## config.mk

```make
export PLATFORM = sky130hd
export DESIGN_NAME = pmcc_top
export DESIGN_NICKNAME = d
export VERILOG_FILES = /design/src/logic/pmcc_edge_detect.v /design/src/logic/pmcc_divider.v /design/src/logic/pmcc_top.v
export VERILOG_INCLUDE_DIRS = /design/src /design/src/shared
export SDC_FILE = /design/constraint.sdc
export NUM_CORES = 1
export LEC_CHECK = 0
export BUFFER_PORTS_ARGS = -buffer_cell sky130_fd_sc_hd__buf_2
export CAP_MARGIN = 20
export CORE_MARGIN = 10
export CORE_UTILIZATION = 45
export DETAILED_ROUTE_END_ITERATION = 8
export PLACE_DENSITY = 0.76
export SETUP_SLACK_MARGIN = 0.4
export SLEW_MARGIN = 5
export SYNTH_ARGS = -nofsm -noshare
export SYNTH_HDL_FRONTEND = slang
export SYNTH_SLANG_ARGS = --single-unit
```

## constraint.sdc

```tcl
create_clock -name clk_i -period 2.34 [get_ports clk_i]
set_clock_uncertainty 0.15 [all_clocks]
set_input_delay 0 -clock clk_i [delete_from_list [all_inputs] [get_ports clk_i]]
set_output_delay 0 -clock clk_i [all_outputs]
set_load 0.1 [all_outputs]
```

## src/shared/pmcc_defs.vh

```
// Purpose: constants for the power mode clock control block
// Assumes: sfr addresses are 8 bits wide
// Notes:   included by bare name from the design files
`ifndef PMCC_DEFS_VH
`define PMCC_DEFS_VH

`define PMCC_ADDR_POWER_CFG    8'h87
`define PMCC_ADDR_ACT_STATUS   8'hE9
`define PMCC_POWER_CFG_RESET   8'h00
`define PMCC_POWER_CFG_WMASK   8'hFF
`define PMCC_STATUS_RSVD_MASK  8'h6F

`define PMCC_BIT_RSMODE        0
`define PMCC_BIT_STOP          1
`define PMCC_BIT_SWB           2
`define PMCC_BIT_REG_STBY      3
`define PMCC_BIT_PWE           4
`define PMCC_BIT_U1_DBL        6
`define PMCC_BIT_U0_DBL        7

`define PMCC_DIV_RATIO         7'h64
`define PMCC_DIV_LAST          7'h63

`define PMCC_MODE_FULL         2'h0
`define PMCC_MODE_REDUCED      2'h1
`define PMCC_MODE_STOP         2'h2

`define PMCC_RATE_25MHZ        2'h0
`define PMCC_RATE_50MHZ        2'h1
`define PMCC_RATE_100MHZ       2'h2

`endif

```

## src/logic/pmcc_edge_detect.v

```verilog
// Purpose: falling edge detection on two receive pins
// Assumes: pins already synchronous to clk_i
// Notes:   one-cycle pulse per falling edge
`timescale 1ns/10ps
`default_nettype none
module pmcc_edge_detect (
  input  wire       clk_i,   // system clock
  input  wire       srst_i,  // sync reset, high
  input  wire [1:0] pin_i,   // receive pins
  output wire [1:0] fall_o   // falling edge pulses
);
  reg [1:0] last;
  genvar g;
  generate
    for (g = 0; g < 2; g = g + 1) begin : g_pin
      // idle line is high, so reset to high avoids a false edge
      always @(posedge clk_i) begin
        if (srst_i)
          last[g] <= 1'b1;
        else
          last[g] <= pin_i[g];
      end
      assign fall_o[g] = last[g] & ~pin_i[g];
    end
  endgenerate
endmodule
`default_nettype wire

```

## src/logic/pmcc_divider.v

```verilog
// Purpose: divide-by-100 tick for the reduced speed clock
// Assumes: enable_i is a level from the mode logic
// Notes:   tick is high every cycle when disabled (full rate)
`include "pmcc_defs.vh"
`timescale 1ns/10ps
`default_nettype none
module pmcc_divider (
  input  wire clk_i,     // system clock
  input  wire srst_i,    // sync reset, high
  input  wire enable_i,  // divide active
  output reg  tick_o     // enable for divided logic
);
  reg [6:0] count;
  always @(posedge clk_i) begin
    if (srst_i || !enable_i) begin
      count  <= 7'h00;
      tick_o <= 1'b1;
    end else begin
      if (count == `PMCC_DIV_LAST)
        count <= 7'h00;
      else
        count <= count + 7'h01;
      tick_o <= (count == `PMCC_DIV_LAST);
    end
  end
endmodule
`default_nettype wire

```

## src/logic/pmcc_top.v

```verilog
// Purpose: power mode controller: full speed, reduced speed, stop
// Assumes: sfr bus is synchronous, one-cycle write strobe, registered read
// Notes:   clock generator applies rate, divide and gate outputs
`include "pmcc_defs.vh"
`timescale 1ns/10ps
`default_nettype none

module pmcc_top (
  input  wire       clk_i,                  // system clock
  input  wire       srst_i,                 // sync reset, high
  input  wire [7:0] sfr_addr_i,             // sfr address
  input  wire [7:0] sfr_wdata_i,            // sfr write data
  input  wire       sfr_wr_i,               // sfr write strobe
  input  wire       sfr_rd_i,               // sfr read strobe
  input  wire [1:0] sysclk_rate_select_i,   // full speed rate select
  input  wire       irq_ack_i,              // enabled interrupt acknowledged
  input  wire       uart0_receive_pin_i,    // uart0 receive pin
  input  wire       uart1_receive_pin_i,    // uart1 receive pin
  input  wire       uart0_rx_enable_i,      // uart0 receiver enabled
  input  wire       uart1_rx_enable_i,      // uart1 receiver enabled
  input  wire       uart0_tx_load_i,        // uart0 transmit buffer loaded
  input  wire       uart1_tx_load_i,        // uart1 transmit buffer loaded
  input  wire       uart0_rx_active_i,      // uart0 receiver busy
  input  wire       uart0_tx_active_i,      // uart0 transmitter busy
  input  wire       uart1_rx_active_i,      // uart1 receiver busy
  input  wire       uart1_tx_active_i,      // uart1 transmitter busy
  input  wire       low_prio_irq_active_i,  // low priority in service
  input  wire       high_prio_irq_active_i, // high priority in service
  input  wire       stop_wake_i,            // clock generator woke from stop
  output reg  [7:0] sfr_rdata_o,            // sfr read data
  output reg  [1:0] sysclk_rate_o,          // rate to clock generator
  output reg        clk_divide_o,           // divide system clock by 100
  output reg        clk_gate_off_o,         // system clock gated off
  output reg  [1:0] power_mode_o,           // current mode code
  output reg        slow_tick_o,            // enable for divided-rate logic
  output reg        regulator_standby_o,    // regulator standby select
  output reg        progmem_write_enable_o, // program write during moves
  output reg        uart0_double_baud_o,    // uart0 double baud
  output reg        uart1_double_baud_o     // uart1 double baud
);
  // mode codes follow the power_mode_o encoding
  localparam [1:0] ST_FULL    = `PMCC_MODE_FULL;
  localparam [1:0] ST_REDUCED = `PMCC_MODE_REDUCED;
  localparam [1:0] ST_STOP    = `PMCC_MODE_STOP;

  reg  [7:0] power_configuration;
  reg  [7:0] next_power_configuration;
  reg  [1:0] next_mode;
  reg  [7:0] next_rdata;
  wire [1:0] rx_fall;
  wire [1:0] rx_enable;
  wire [1:0] tx_load;
  wire [1:0] rx_wake;
  wire [1:0] tx_wake;
  wire       irq_wake;
  wire       any_wake;
  wire       div_tick;
  wire       wr_cfg;
  wire       rd_cfg;
  wire       rd_status;
  wire       swb_enabled;
  wire       switchback;
  wire       cfg_reduced;
  wire       cfg_stop;
  wire       cfg_reg_stby;
  wire       cfg_pwe;
  wire       cfg_u1_dbl;
  wire       cfg_u0_dbl;
  wire [7:0] activity_status;
  genvar     u;

  pmcc_edge_detect u_edge (
    .clk_i  (clk_i),
    .srst_i (srst_i),
    .pin_i  ({uart1_receive_pin_i, uart0_receive_pin_i}),
    .fall_o (rx_fall)
  );

  pmcc_divider u_div (
    .clk_i    (clk_i),
    .srst_i   (srst_i),
    .enable_i (clk_divide_o),
    .tick_o   (div_tick)
  );

  // single cycle strobes, no wait states
  assign wr_cfg    = sfr_wr_i && (sfr_addr_i == `PMCC_ADDR_POWER_CFG);
  assign rd_cfg    = sfr_rd_i && (sfr_addr_i == `PMCC_ADDR_POWER_CFG);
  assign rd_status = sfr_rd_i && (sfr_addr_i == `PMCC_ADDR_ACT_STATUS);

  // switchback sources, one lane per uart
  assign rx_enable = {uart1_rx_enable_i, uart0_rx_enable_i};
  assign tx_load   = {uart1_tx_load_i, uart0_tx_load_i};
  assign irq_wake  = irq_ack_i;

  generate
    for (u = 0; u < 2; u = u + 1) begin : g_lane
      // receive edges count only when that receiver is enabled
      assign rx_wake[u] = rx_fall[u] & rx_enable[u];
      // buffer load wakes before the first bit leaves
      assign tx_wake[u] = tx_load[u];
    end
  endgenerate

  assign any_wake    = irq_wake | (|rx_wake) | (|tx_wake);
  assign swb_enabled = power_configuration[`PMCC_BIT_SWB];
  // with the enable bit low no source may touch the reduced speed bit
  assign switchback  = swb_enabled & any_wake;

  always @* begin
    next_power_configuration = power_configuration;
    if (wr_cfg)
      next_power_configuration = sfr_wdata_i & `PMCC_POWER_CFG_WMASK;
    // hardware clear wins over a same-cycle software set of reduced speed
    if (switchback)
      next_power_configuration[`PMCC_BIT_RSMODE] = 1'b0;
    // the clock generator restarts the clock on wake; drop the stop bit
    if (stop_wake_i)
      next_power_configuration[`PMCC_BIT_STOP] = 1'b0;
  end

  // outputs copy the value being stored, so they move with the register
  assign cfg_reduced  = next_power_configuration[`PMCC_BIT_RSMODE];
  assign cfg_stop     = next_power_configuration[`PMCC_BIT_STOP];
  assign cfg_reg_stby = next_power_configuration[`PMCC_BIT_REG_STBY];
  assign cfg_pwe      = next_power_configuration[`PMCC_BIT_PWE];
  assign cfg_u1_dbl   = next_power_configuration[`PMCC_BIT_U1_DBL];
  assign cfg_u0_dbl   = next_power_configuration[`PMCC_BIT_U0_DBL];

  // stop comes first so a reduced speed bit can not reopen the clock
  always @* begin
    case ({cfg_stop, cfg_reduced})
      2'b00:   next_mode = ST_FULL;
      2'b01:   next_mode = ST_REDUCED;
      2'b10:   next_mode = ST_STOP;
      2'b11:   next_mode = ST_STOP;
      default: next_mode = ST_FULL;
    endcase
  end

  always @(posedge clk_i) begin
    if (srst_i)
      power_configuration <= `PMCC_POWER_CFG_RESET;
    else
      power_configuration <= next_power_configuration;
  end

  // a mode change shows one cycle after its cause
  always @(posedge clk_i) begin
    if (srst_i)
      power_mode_o <= ST_FULL;
    else
      power_mode_o <= next_mode;
  end

  always @(posedge clk_i) begin
    if (srst_i)
      clk_divide_o <= 1'b0;
    else
      clk_divide_o <= (next_mode == ST_REDUCED);
  end

  always @(posedge clk_i) begin
    if (srst_i)
      clk_gate_off_o <= 1'b0;
    else
      clk_gate_off_o <= (next_mode == ST_STOP);
  end

  // reserved status bits read zero
  assign activity_status[0] = uart0_rx_active_i;
  assign activity_status[1] = uart0_tx_active_i;
  assign activity_status[2] = uart1_rx_active_i;
  assign activity_status[3] = uart1_tx_active_i;
  assign activity_status[4] = 1'b0;
  assign activity_status[5] = low_prio_irq_active_i;
  assign activity_status[6] = high_prio_irq_active_i;
  assign activity_status[7] = 1'b0;

  // status writes are dropped: the register is read-only
  always @* begin
    case ({rd_status, rd_cfg})
      2'b01:   next_rdata = power_configuration;
      2'b10:   next_rdata = activity_status;
      default: next_rdata = 8'h00;
    endcase
  end

  // read data stands one cycle, then falls back to zero
  always @(posedge clk_i) begin
    if (srst_i)
      sfr_rdata_o <= 8'h00;
    else
      sfr_rdata_o <= next_rdata;
  end

  // rate select passes through even in reduced speed; divide applies on top
  always @(posedge clk_i) begin
    if (srst_i)
      sysclk_rate_o <= `PMCC_RATE_25MHZ;
    else
      sysclk_rate_o <= sysclk_rate_select_i;
  end

  // high at full speed so divided-rate logic runs every cycle
  always @(posedge clk_i) begin
    if (srst_i)
      slow_tick_o <= 1'b1;
    else
      slow_tick_o <= div_tick;
  end

  always @(posedge clk_i) begin
    if (srst_i)
      regulator_standby_o <= 1'b0;
    else
      regulator_standby_o <= cfg_reg_stby;
  end

  always @(posedge clk_i) begin
    if (srst_i)
      progmem_write_enable_o <= 1'b0;
    else
      progmem_write_enable_o <= cfg_pwe;
  end

  always @(posedge clk_i) begin
    if (srst_i)
      uart0_double_baud_o <= 1'b0;
    else
      uart0_double_baud_o <= cfg_u0_dbl;
  end

  always @(posedge clk_i) begin
    if (srst_i)
      uart1_double_baud_o <= 1'b0;
    else
      uart1_double_baud_o <= cfg_u1_dbl;
  end
endmodule
`default_nettype wire

```

* Word-level counts from Yosys, hierarchy flattened *
Index checks and enable logic that the tools add are counted.

word-level totals
  bits in registers = 37
  memories = 0
  word-level logic and storage cells = 51
  memory bits (writable) = 0
  bits in latches = 0
  ROM bits = 0

cells by class
  shift operators = 0
  mux-type cells = 5
  magnitude comparators = 0
  $mul = 0
  add/subtract/negate cells = 1
  equality and inequality tests = 10
  reductions and logical operators = 10
  divide/modulo/power cells = 0
  bitwise logic cells = 9

operators with widths
  kind                                                              count
  8-bit == test (second input constant)                             2
  8-bit case mux with 2 select lines                                1
  2-bit == test (second input constant)                             4
  8-bit 2-to-1 mux                                                  1
  2-bit OR reduction                                                4
  7-bit by 1-bit adder with 7-bit output (second input constant)    1
  7-bit == test (second input constant)                             1
  2-bit by 1-bit == test with 1-bit output (second input constant)  3
  2-bit case mux with 3 select lines                                1
  1-bit AND                                                         5
  1-bit logical AND                                                 3
  2-bit zero test                                                   1
  1-bit 2-to-1 mux                                                  2
  1-bit inverter                                                    2
  1-bit bitwise OR                                                  2
  1-bit zero test                                                   1
  1-bit logical OR                                                  1

* Depth between registers and ports, before layout *
Gate-level depths: netlist of the first run.

  depth in word-level cells = 12
  gate-level depth with buffers = 7
  depth with buffers taken out = 7

* Hierarchy *
A second synthesis of the first run with hierarchy kept.

second synthesis, totals
  cells, all modules = 120
  area, all modules = 1239.9 sq um

modules (own cells, without submodules)
  module            instances  sequential area each (sq um)  cells each  area each (sq um)
  pmcc_top          1          440.4                         80          829.5
  pmcc_divider      1          160.2                         34          342.8
  pmcc_edge_detect  1          40.0                          6           67.6

* Least setup slack after synthesis of the first run *
Ideal clock, no wire load.

  kind = reg-to-reg
  start = register clk_divide_o
  end = register u_div.tick_o
  path slack = 597 ps
  cell stages (with the launch flop) = 2
  path buffers = 0
  arrival time = 1350 ps
  period minus slack after synthesis = 1743 ps
  data required time = 1947 ps
  path through = dfxtp_1 o311ai_1

on the way
  longest elaborated chain between the ends = 2

ends and longest elaborated chain
  element                 line               text
  start, declared         pmcc_top.v:32      output reg clk_divide_o,
  start signal, assigned  pmcc_top.v:160     clk_divide_o <= (next_mode == ST_REDUCED);
  1-bit zero test         pmcc_divider.v:15  if (srst_i || !enable_i) begin
  1-bit logical OR        pmcc_divider.v:15
  end signal, assigned    pmcc_divider.v:23  tick_o <= (count == `PMCC_DIV_LAST);
  end, declared           pmcc_divider.v:11  output reg tick_o

Every way passes these cells.
A chain may end at the register's enable or synchronous reset.

* Worst setup path in the final report of the first run *
  start = input sfr_addr_i[3]
  end = register power_configuration[0]

on the way
  longest elaborated chain between the ends = 4

ends and longest elaborated chain
  element                  line            text
  start, declared          pmcc_top.v:11   input wire [7:0] sfr_addr_i,
  8-bit == test (no line)  --
  1-bit logical AND        pmcc_top.v:87   assign wr_cfg = sfr_wr_i && (sfr_addr_i == `PMCC_ADDR_POWER_CFG);
  8-bit 2-to-1 mux         pmcc_top.v:112  if (wr_cfg)
  1-bit 2-to-1 mux         pmcc_top.v:115  if (switchback)
  end signal, assigned     pmcc_top.v:143  power_configuration <= `PMCC_POWER_CFG_RESET;
  end signal, assigned     pmcc_top.v:145  power_configuration <= next_power_configuration;
  end, declared            pmcc_top.v:46   reg [7:0] power_configuration;

Every way passes these cells.

==> results.sh, run 1 <==
export IMPL_synth_top_area_share_pct=52.7
export IMPL_synth_async_reset_ratio_pct=0
export IMPL_timing_max_transition_violations_final=0
export IMPL_initial_core_util_pct=47.6
export IMPL_peakVddDrop_uv=454
export IMPL_detail_route_iter0_violations=73
export IMPL_synth_common_cells="31 x dfxtp_1, 21 x nor2_1, 7 x mux2i_1"
export IMPL_ys_seq_area_share_pct=52.7
export IMPL_totalPowerFinal_w=0.000978
export IMPL_crit_reg2reg_launch="u_edge.last[1]"
export IMPL_port_buffer_count=54
export IMPL_io_pins=55
export IMPL_mappedNetlistNets=156
export IMPL_met2_wirelength_mm=1.70
export IMPL_cts_max_level=2
export IMPL_timing_critical_path_fanout_max=8
export IMPL_setup_violations=0
export IMPL_post_synthesis_instance_area_sq_um=1180
export IMPL_fp_dieArea_sq_um=5070
export IMPL_post_route_setup_tns_ns=0
export IMPL_placeableCoreArea_sq_um=2480
export IMPL_synth_top_cell_by_area="dfxtp_1"
export IMPL_critical_path_reg2reg_endpoint="power_configuration[0]"
export IMPL_fin_area_sq_um=1880
export IMPL_n_fill_cell=191
export IMPL_grt_first_pass_wirelength_mm=5.92
export IMPL_yosysUniqueCellTypes=28
export IMPL_syn_to_final_growth_pct=59.4
export IMPL_cp_slowest_cell="or4_4"
export IMPL_slew_limit_headroom_pct=66.9
export IMPL_hp_start="uart1_rx_enable_i"
export IMPL_grt_start_max_net_pins=17
export IMPL_multi_input_comb_area_sq_um=505
export IMPL_edff_count_synth=0
export IMPL_cp_data_required_time_ns=2.40
export IMPL_cap_viol_max_count=0
export IMPL_grtUsageTotal_pct=14.2
export IMPL_routed_top_layer="met4"
export IMPL_std_cell_rows=18
export IMPL_holdCritPathClass="primary input to flop"
export IMPL_wl_met1_mm=1.35
export IMPL_fin_crit_sh_pct=76.2
export IMPL_clk_path_buf_depth=2
export IMPL_worstPathBufferInverterCount=2
export IMPL_synth_main_ff_cell="dfxtp_1"
export IMPL_power_density_cell_area_nw_per_um2=520
export IMPL_fin_hold_ws_ns=0.0719
export IMPL_dpl_instance_area_sq_um=1460
export IMPL_pre_cts_ws_ns=0.449
export IMPL_start_kind="primary input"
export IMPL_worst_hold_path_endpoint="clk_divide_o"
export IMPL_met3_wl_um=344
export IMPL_initial_antenna_violation_count=0
export IMPL_grt_pass1_vias=1252
export IMPL_period_minus_slack_ns=1.78
export IMPL_slowest_delay_ns=0.60
export IMPL_crit_chain="buf_2 -> or2_1 -> or4_4 -> mux2i_1 -> nor3_1 -> dlygate4sd3_1"
export IMPL_postSynthCellCount=117
export IMPL_die_w_um=71.2
export IMPL_hpwlAfterDp_mm=2.35
export IMPL_post_route_drc_count=0
export IMPL_timing_critical_path_to_type="flop"
export IMPL_cts_buffers_inserted=5
export IMPL_count_of_clock_tree_sinks=31
export IMPL_tritoncts_clock_tree="yes"
export IMPL_leakage_nw=0.934
export IMPL_worst_ep_arrival_time_ns=1.84
export IMPL_maxClockFrequency_ghz=0.561
export IMPL_cp_top_family="simple AND/OR/NAND/NOR gates"
export IMPL_drt_total_wl_mm=3.45
export IMPL_clock_pin_slew_on_the_worst_setup_and_hold_paths_ns=0.09
export IMPL_gp_congestion=0.752
export IMPL_worst_skew_pair_late_latency_ns=0.32
export IMPL_timing_setup_critical_path_class="primary input to flop"
export IMPL_route_vias_total=1159
export IMPL_clock_root_buffer="clkbuf_4"
export IMPL_dr_pass1_iters=4
export IMPL_synthesis_area_per_instance_sq_um=10.1
export IMPL_route_antenna_remaining_nets=0
export IMPL_reg2regPathDepth=5
export IMPL_yosys_top_cells_area="dfxtp_1 53%, nor2_1 6.7%, mux2i_1 5.9%"
export IMPL_cts_setup_buffers=0
export IMPL_post_route_cells_drive_above_1_share_pct=33.8
export IMPL_synth_most_common_cell="dfxtp_1"
export IMPL_num_antenna_cells=0
export IMPL_vias_per_cell=4.83
export IMPL_final_critical_path_setup_slack_ns=0.558
export IMPL_r2r_slack_ns=0.76
export IMPL_worst_slew_pin_transition_ns=0.500
export IMPL_wl_per_cell_um=14.4
export IMPL_fin_nets=248
export IMPL_run_status="finished clean"
export IMPL_die_y_um=71.2
export IMPL_grt_setup_unrepaired="no"
export IMPL_finalHoldViolations=0
export IMPL_area_sequential_sq_um=621
export IMPL_whs_path_depth=5
export IMPL_globalRoute_totalOverflow=0
export IMPL_ys_ff_latch=31
export IMPL_yosysWarningCount=0
tightest hold or removal path, stage by stage:
cell and delay [ns]:
buf_2 0.08, nand2_1 0.05, o21ai_0 0.14, o21a_1 0.17, a2111oi_2 0.06
routing by layer:
metal	global-route usage, %	vias up
li1	-	584
met2	24.3	46
met4	4.09	0
met5	0	-
met3	8.79	4
met1	14.0	525
sequential cells by signal, summed over array words and instances, names as in the netlist:
name                 count
power_configuration      8
u_div.count              7
sfr_rdata_o              8
power_mode_o             1
sysclk_rate_o            2
u_div.tick_o             1
clk_divide_o             1
u_edge.last              2
slow_tick_o              1
what timing repair did:
item	in CTS	in global routing
endpoints found under the hold margin	21	0
hold buffers	35	0
gates resized for setup	0	0
cell usage in the layout, fill, tap and decap left out:
cell type and count:
or2_2 4, o21a_1 1, and3_2 2, a22oi_1 6
clkbuf_4 5, and4b_1 1, nand2_1 4, or4_4 1
clkbuf_1 1, xor2_1 2, nor3_1 4, and3_1 4
o311ai_1 1, buf_4 1, dfxtp_1 31, a2111oi_2 1
or2_1 1, inv_1 5, nand4b_1 2, mux2i_1 7
and2_1 1, dlygate4sd3_1 35, nor2_1 21, o21ai_0 1
clkbuf_8 2, buf_2 54, nand3_1 3, mux2_4 1
ha_1 3, nor2b_1 2, xnor2_1 3
stage by stage:
step / util, % / instances
6_report: 75.9 / 240
2_1_floorplan: - / 117
3_5_place_dp: 58.9 / 197
3_3_place_gp: 58.9 / 197
5_1_grt: 75.9 / 240
4_1_cts: 75.9 / 240
cell families (layout without fill, tap and decap cells):
logic type,after synthesis,count (layout),share of synthesized area (%)
AO/OA/AOI/OAI,10,10,6.90
buffers and inverters,10,103,4.46
AND/OR/NAND/NOR,50,50,21.9
flip-flops,31,31,52.7
adder cells (fa/ha/maj),3,3,3.19
XOR/XNOR,5,5,3.72
multiplexers,8,8,7.22
area by class of cell:
cell class	instances	area share, %
multi-input cells	76	26.9
inverters	5	0.999
flip-flops and latches	31	33.0
clock buffers	8	3.66
well taps	30	2.00
repair buffers	90	33.4
where the power goes:
part | total [W] | internal, W | leakage [nW] | switching, W
Sequential | 0.000532 | 0.000531 | 0.251 | 0.00000136
Combinational | 0.000100 | 0.0000584 | 0.645 | 0.0000416
Clock | 0.000345 | 0.000177 | 0.0386 | 0.000169
Total | 0.000978 | 0.000766 | 0.934 | 0.000212
how the worst max path moves through the flow:
stage	from	to	slack, ns	cells past startpoint
after floorplan	clk_divide_o	u_div.tick_o	0.60	1
after global placement	sfr_addr_i[3]	clk_divide_o	0.50	5
after detailed placement	sfr_addr_i[3]	clk_divide_o	0.45	5
after CTS	sfr_addr_i[3]	power_configuration[0]	0.56	6
after global routing	sfr_addr_i[3]	power_configuration[0]	0.47	6
final	sfr_addr_i[3]	power_configuration[0]	0.56	6
Power figures use the tool's default switching activity.
==> inputs of run 2 (changes only) <==
Clock period 2.34 ns to 1.7 ns, I/O delays scaled along.
==> run 2 against run 1 <==
Against the previous run:
- utilization rose by 1.3 points
- global-route usage fell by 0.32 points
- worst hold slack worse by 0.048 ns
- die area unchanged
- clock power up 74%
- critical path depth shrank 1
- critical path type is now flop to flop
- critical endpoint is now u_div.count[5]
==> results.sh, run 2 (synthesis gave the netlist of run 1 again) <==
export IMPL_holdCritPathClass="primary input to flop"
export IMPL_timing_critical_path_to_type="flop"
export IMPL_post_route_drc_count=0
export IMPL_placeableCoreArea_sq_um=2480
export IMPL_run_status="finished clean"
export IMPL_slew_limit_headroom_pct=67.2
export IMPL_critical_path_reg2reg_endpoint="u_div.count[5]"
export IMPL_port_buffer_count=54
export IMPL_finalHoldViolations=0
export IMPL_grtUsageMet1_pct=13.6
export IMPL_die_y_um=71.2
export IMPL_leakage_nw=0.904
export IMPL_grt_start_max_net_pins=11
export IMPL_clk_path_buf_depth=2
export IMPL_std_cell_rows=18
export IMPL_io_pins=55
export IMPL_gr_usage_met3_pct=4.88
export IMPL_crit_reg2reg_launch="u_div.count[1]"
export IMPL_timing_setup_critical_path_class="flop to flop"
export IMPL_worst_hold_path_endpoint="clk_divide_o"
export IMPL_tritoncts_clock_tree="yes"
export IMPL_reg2regPathDepth=5
export IMPL_initial_core_util_pct=47.6
export IMPL_cap_viol_max_count=0
export IMPL_gp_congestion=0.716
export IMPL_grt_pass1_vias=1215
export IMPL_syn_to_final_growth_pct=62.1
export IMPL_post_route_cells_drive_above_1_share_pct=44.6
export IMPL_post_route_setup_tns_ns=0
export IMPL_vias_per_cell=4.87
export IMPL_final_critical_path_setup_slack_ns=0.334
export IMPL_fin_nets=242
export IMPL_mostFrequentLayoutCell="buf_2"
export IMPL_worst_skew_pair_late_latency_ns=0.33
export IMPL_placed_cells=197
export IMPL_top_usage_layer="met2"
export IMPL_die_w_um=71.2
export IMPL_num_antenna_cells=0
export IMPL_setup_violations=0
export IMPL_detail_route_iter0_violations=60
export IMPL_worst_slew_pin_transition_ns=0.495
export IMPL_start_kind="flop"
export IMPL_fp_dieArea_sq_um=5070
export IMPL_period_minus_slack_ns=1.37
export IMPL_cp_data_required_time_ns=1.78
export IMPL_r2r_slack_ns=0.33
export IMPL_initial_antenna_violation_count=0
export IMPL_grt_first_pass_wirelength_mm=5.81
export IMPL_cts_buffers_inserted=5
export IMPL_mostFrequentLayoutCells="51 x buf_2, 25 x dlygate4sd3_1, 23 x dfxtp_1"
export IMPL_grtUsageTotal_pct=13.9
export IMPL_pre_cts_ws_ns=-0.0413
export IMPL_power_density_cell_area_nw_per_um2=768
export IMPL_wl_per_cell_um=15.0
export IMPL_largestRegisters="power_configuration x8, sfr_rdata_o x8, u_div.count x7"
export IMPL_grt_setup_unrepaired="yes"
export IMPL_hp_start="uart1_tx_load_i"
export IMPL_grt_use_met2_pct=25.4
export IMPL_drt_total_wl_mm=3.51
export IMPL_whs_path_depth=5
export IMPL_count_of_clock_tree_sinks=31
export IMPL_maxClockFrequency_ghz=0.732
export IMPL_fin_crit_sh_pct=80.4
export IMPL_clock_pin_slew_on_the_worst_setup_and_hold_paths_ns=0.10
export IMPL_fin_hold_ws_ns=0.0234
export IMPL_route_vias_total=1139
export IMPL_dr_pass1_iters=4
export IMPL_peakVddDrop_uv=645
export IMPL_route_antenna_remaining_nets=0
export IMPL_cts_max_level=2
export IMPL_clock_root_buffer="clkbuf_4"
export IMPL_hpwlAfterDp_mm=2.30
export IMPL_timing_critical_path_fanout_max=4
export IMPL_timing_max_transition_violations_final=0
export IMPL_worst_ep_arrival_time_ns=1.45
export IMPL_post_layout_nonfiller_instances=234
export IMPL_globalRoute_totalOverflow=0
-- run 2: worst max-delay path by stage --
stage | start | endpoint | slack [ns] | cells after the start
global placement | sfr_addr_i[3] | clk_divide_o | 0.006 | 6
detailed placement | sfr_addr_i[3] | clk_divide_o | -0.04 | 6
CTS | u_div.count[1] | u_div.count[0] | 0.36 | 5
finish | u_div.count[1] | u_div.count[5] | 0.33 | 5
global route | u_div.count[1] | u_div.count[2] | 0.27 | 5
floorplan | sfr_addr_i[3] | clk_divide_o | 0.02 | 5
-- run 2: repair_timing --
item                                    in CTS  in global routing
pin swaps                                    4                  0
endpoints found under the setup margin      11                 11
buffers inserted                             3                  1
hold endpoints to repair                    20                  0
gates resized for setup                      5                  6
hold buffers                                25                  0
-- run 2: area by class of cell --
class	instances	area, sq um
well taps	30	37.5
repair buffers	84	573
clock inverters	2	35.0
clock buffers	6	51.3
flip-flops and latches	31	631
fillers	168	567
multi-input cells	76	564
inverters	5	18.8
-- run 2: power breakdown --
group | internal [W] | switching [W]
sequential | 0.000731 | 0.00000131
clock | 0.000348 | 0.000252
combinational | 0.0000762 | 0.0000596
total | 0.00115 | 0.000313
-- run 2: stage by stage --
stage | instance area [sq um] | power (W) | util, %
after floorplan | 1230 | 0.000787 | -
after global placement | 1500 | 0.000834 | 60.7
after detailed placement | 1500 | 0.000836 | 60.7
after CTS | 1890 | 0.00148 | 76.1
after global routing | 1910 | 0.00152 | 77.1
final | 1910 | 0.00147 | 77.1
-- run 2: worst max-delay path, stage by stage, from the launching register on --
cell and delay, ns:
dfxtp_2 0.36, ha_4 0.14, nand4b_1 0.14, o311ai_4 0.27
buf_4 0.18, nor2_2 0.04
-- run 2: per-layer routing --
metal  vias up  wire length (um)
li1        569                 -
met1       517              1330
met2        44              1890
met3         9               221
met4         0                65
met5         -                 0
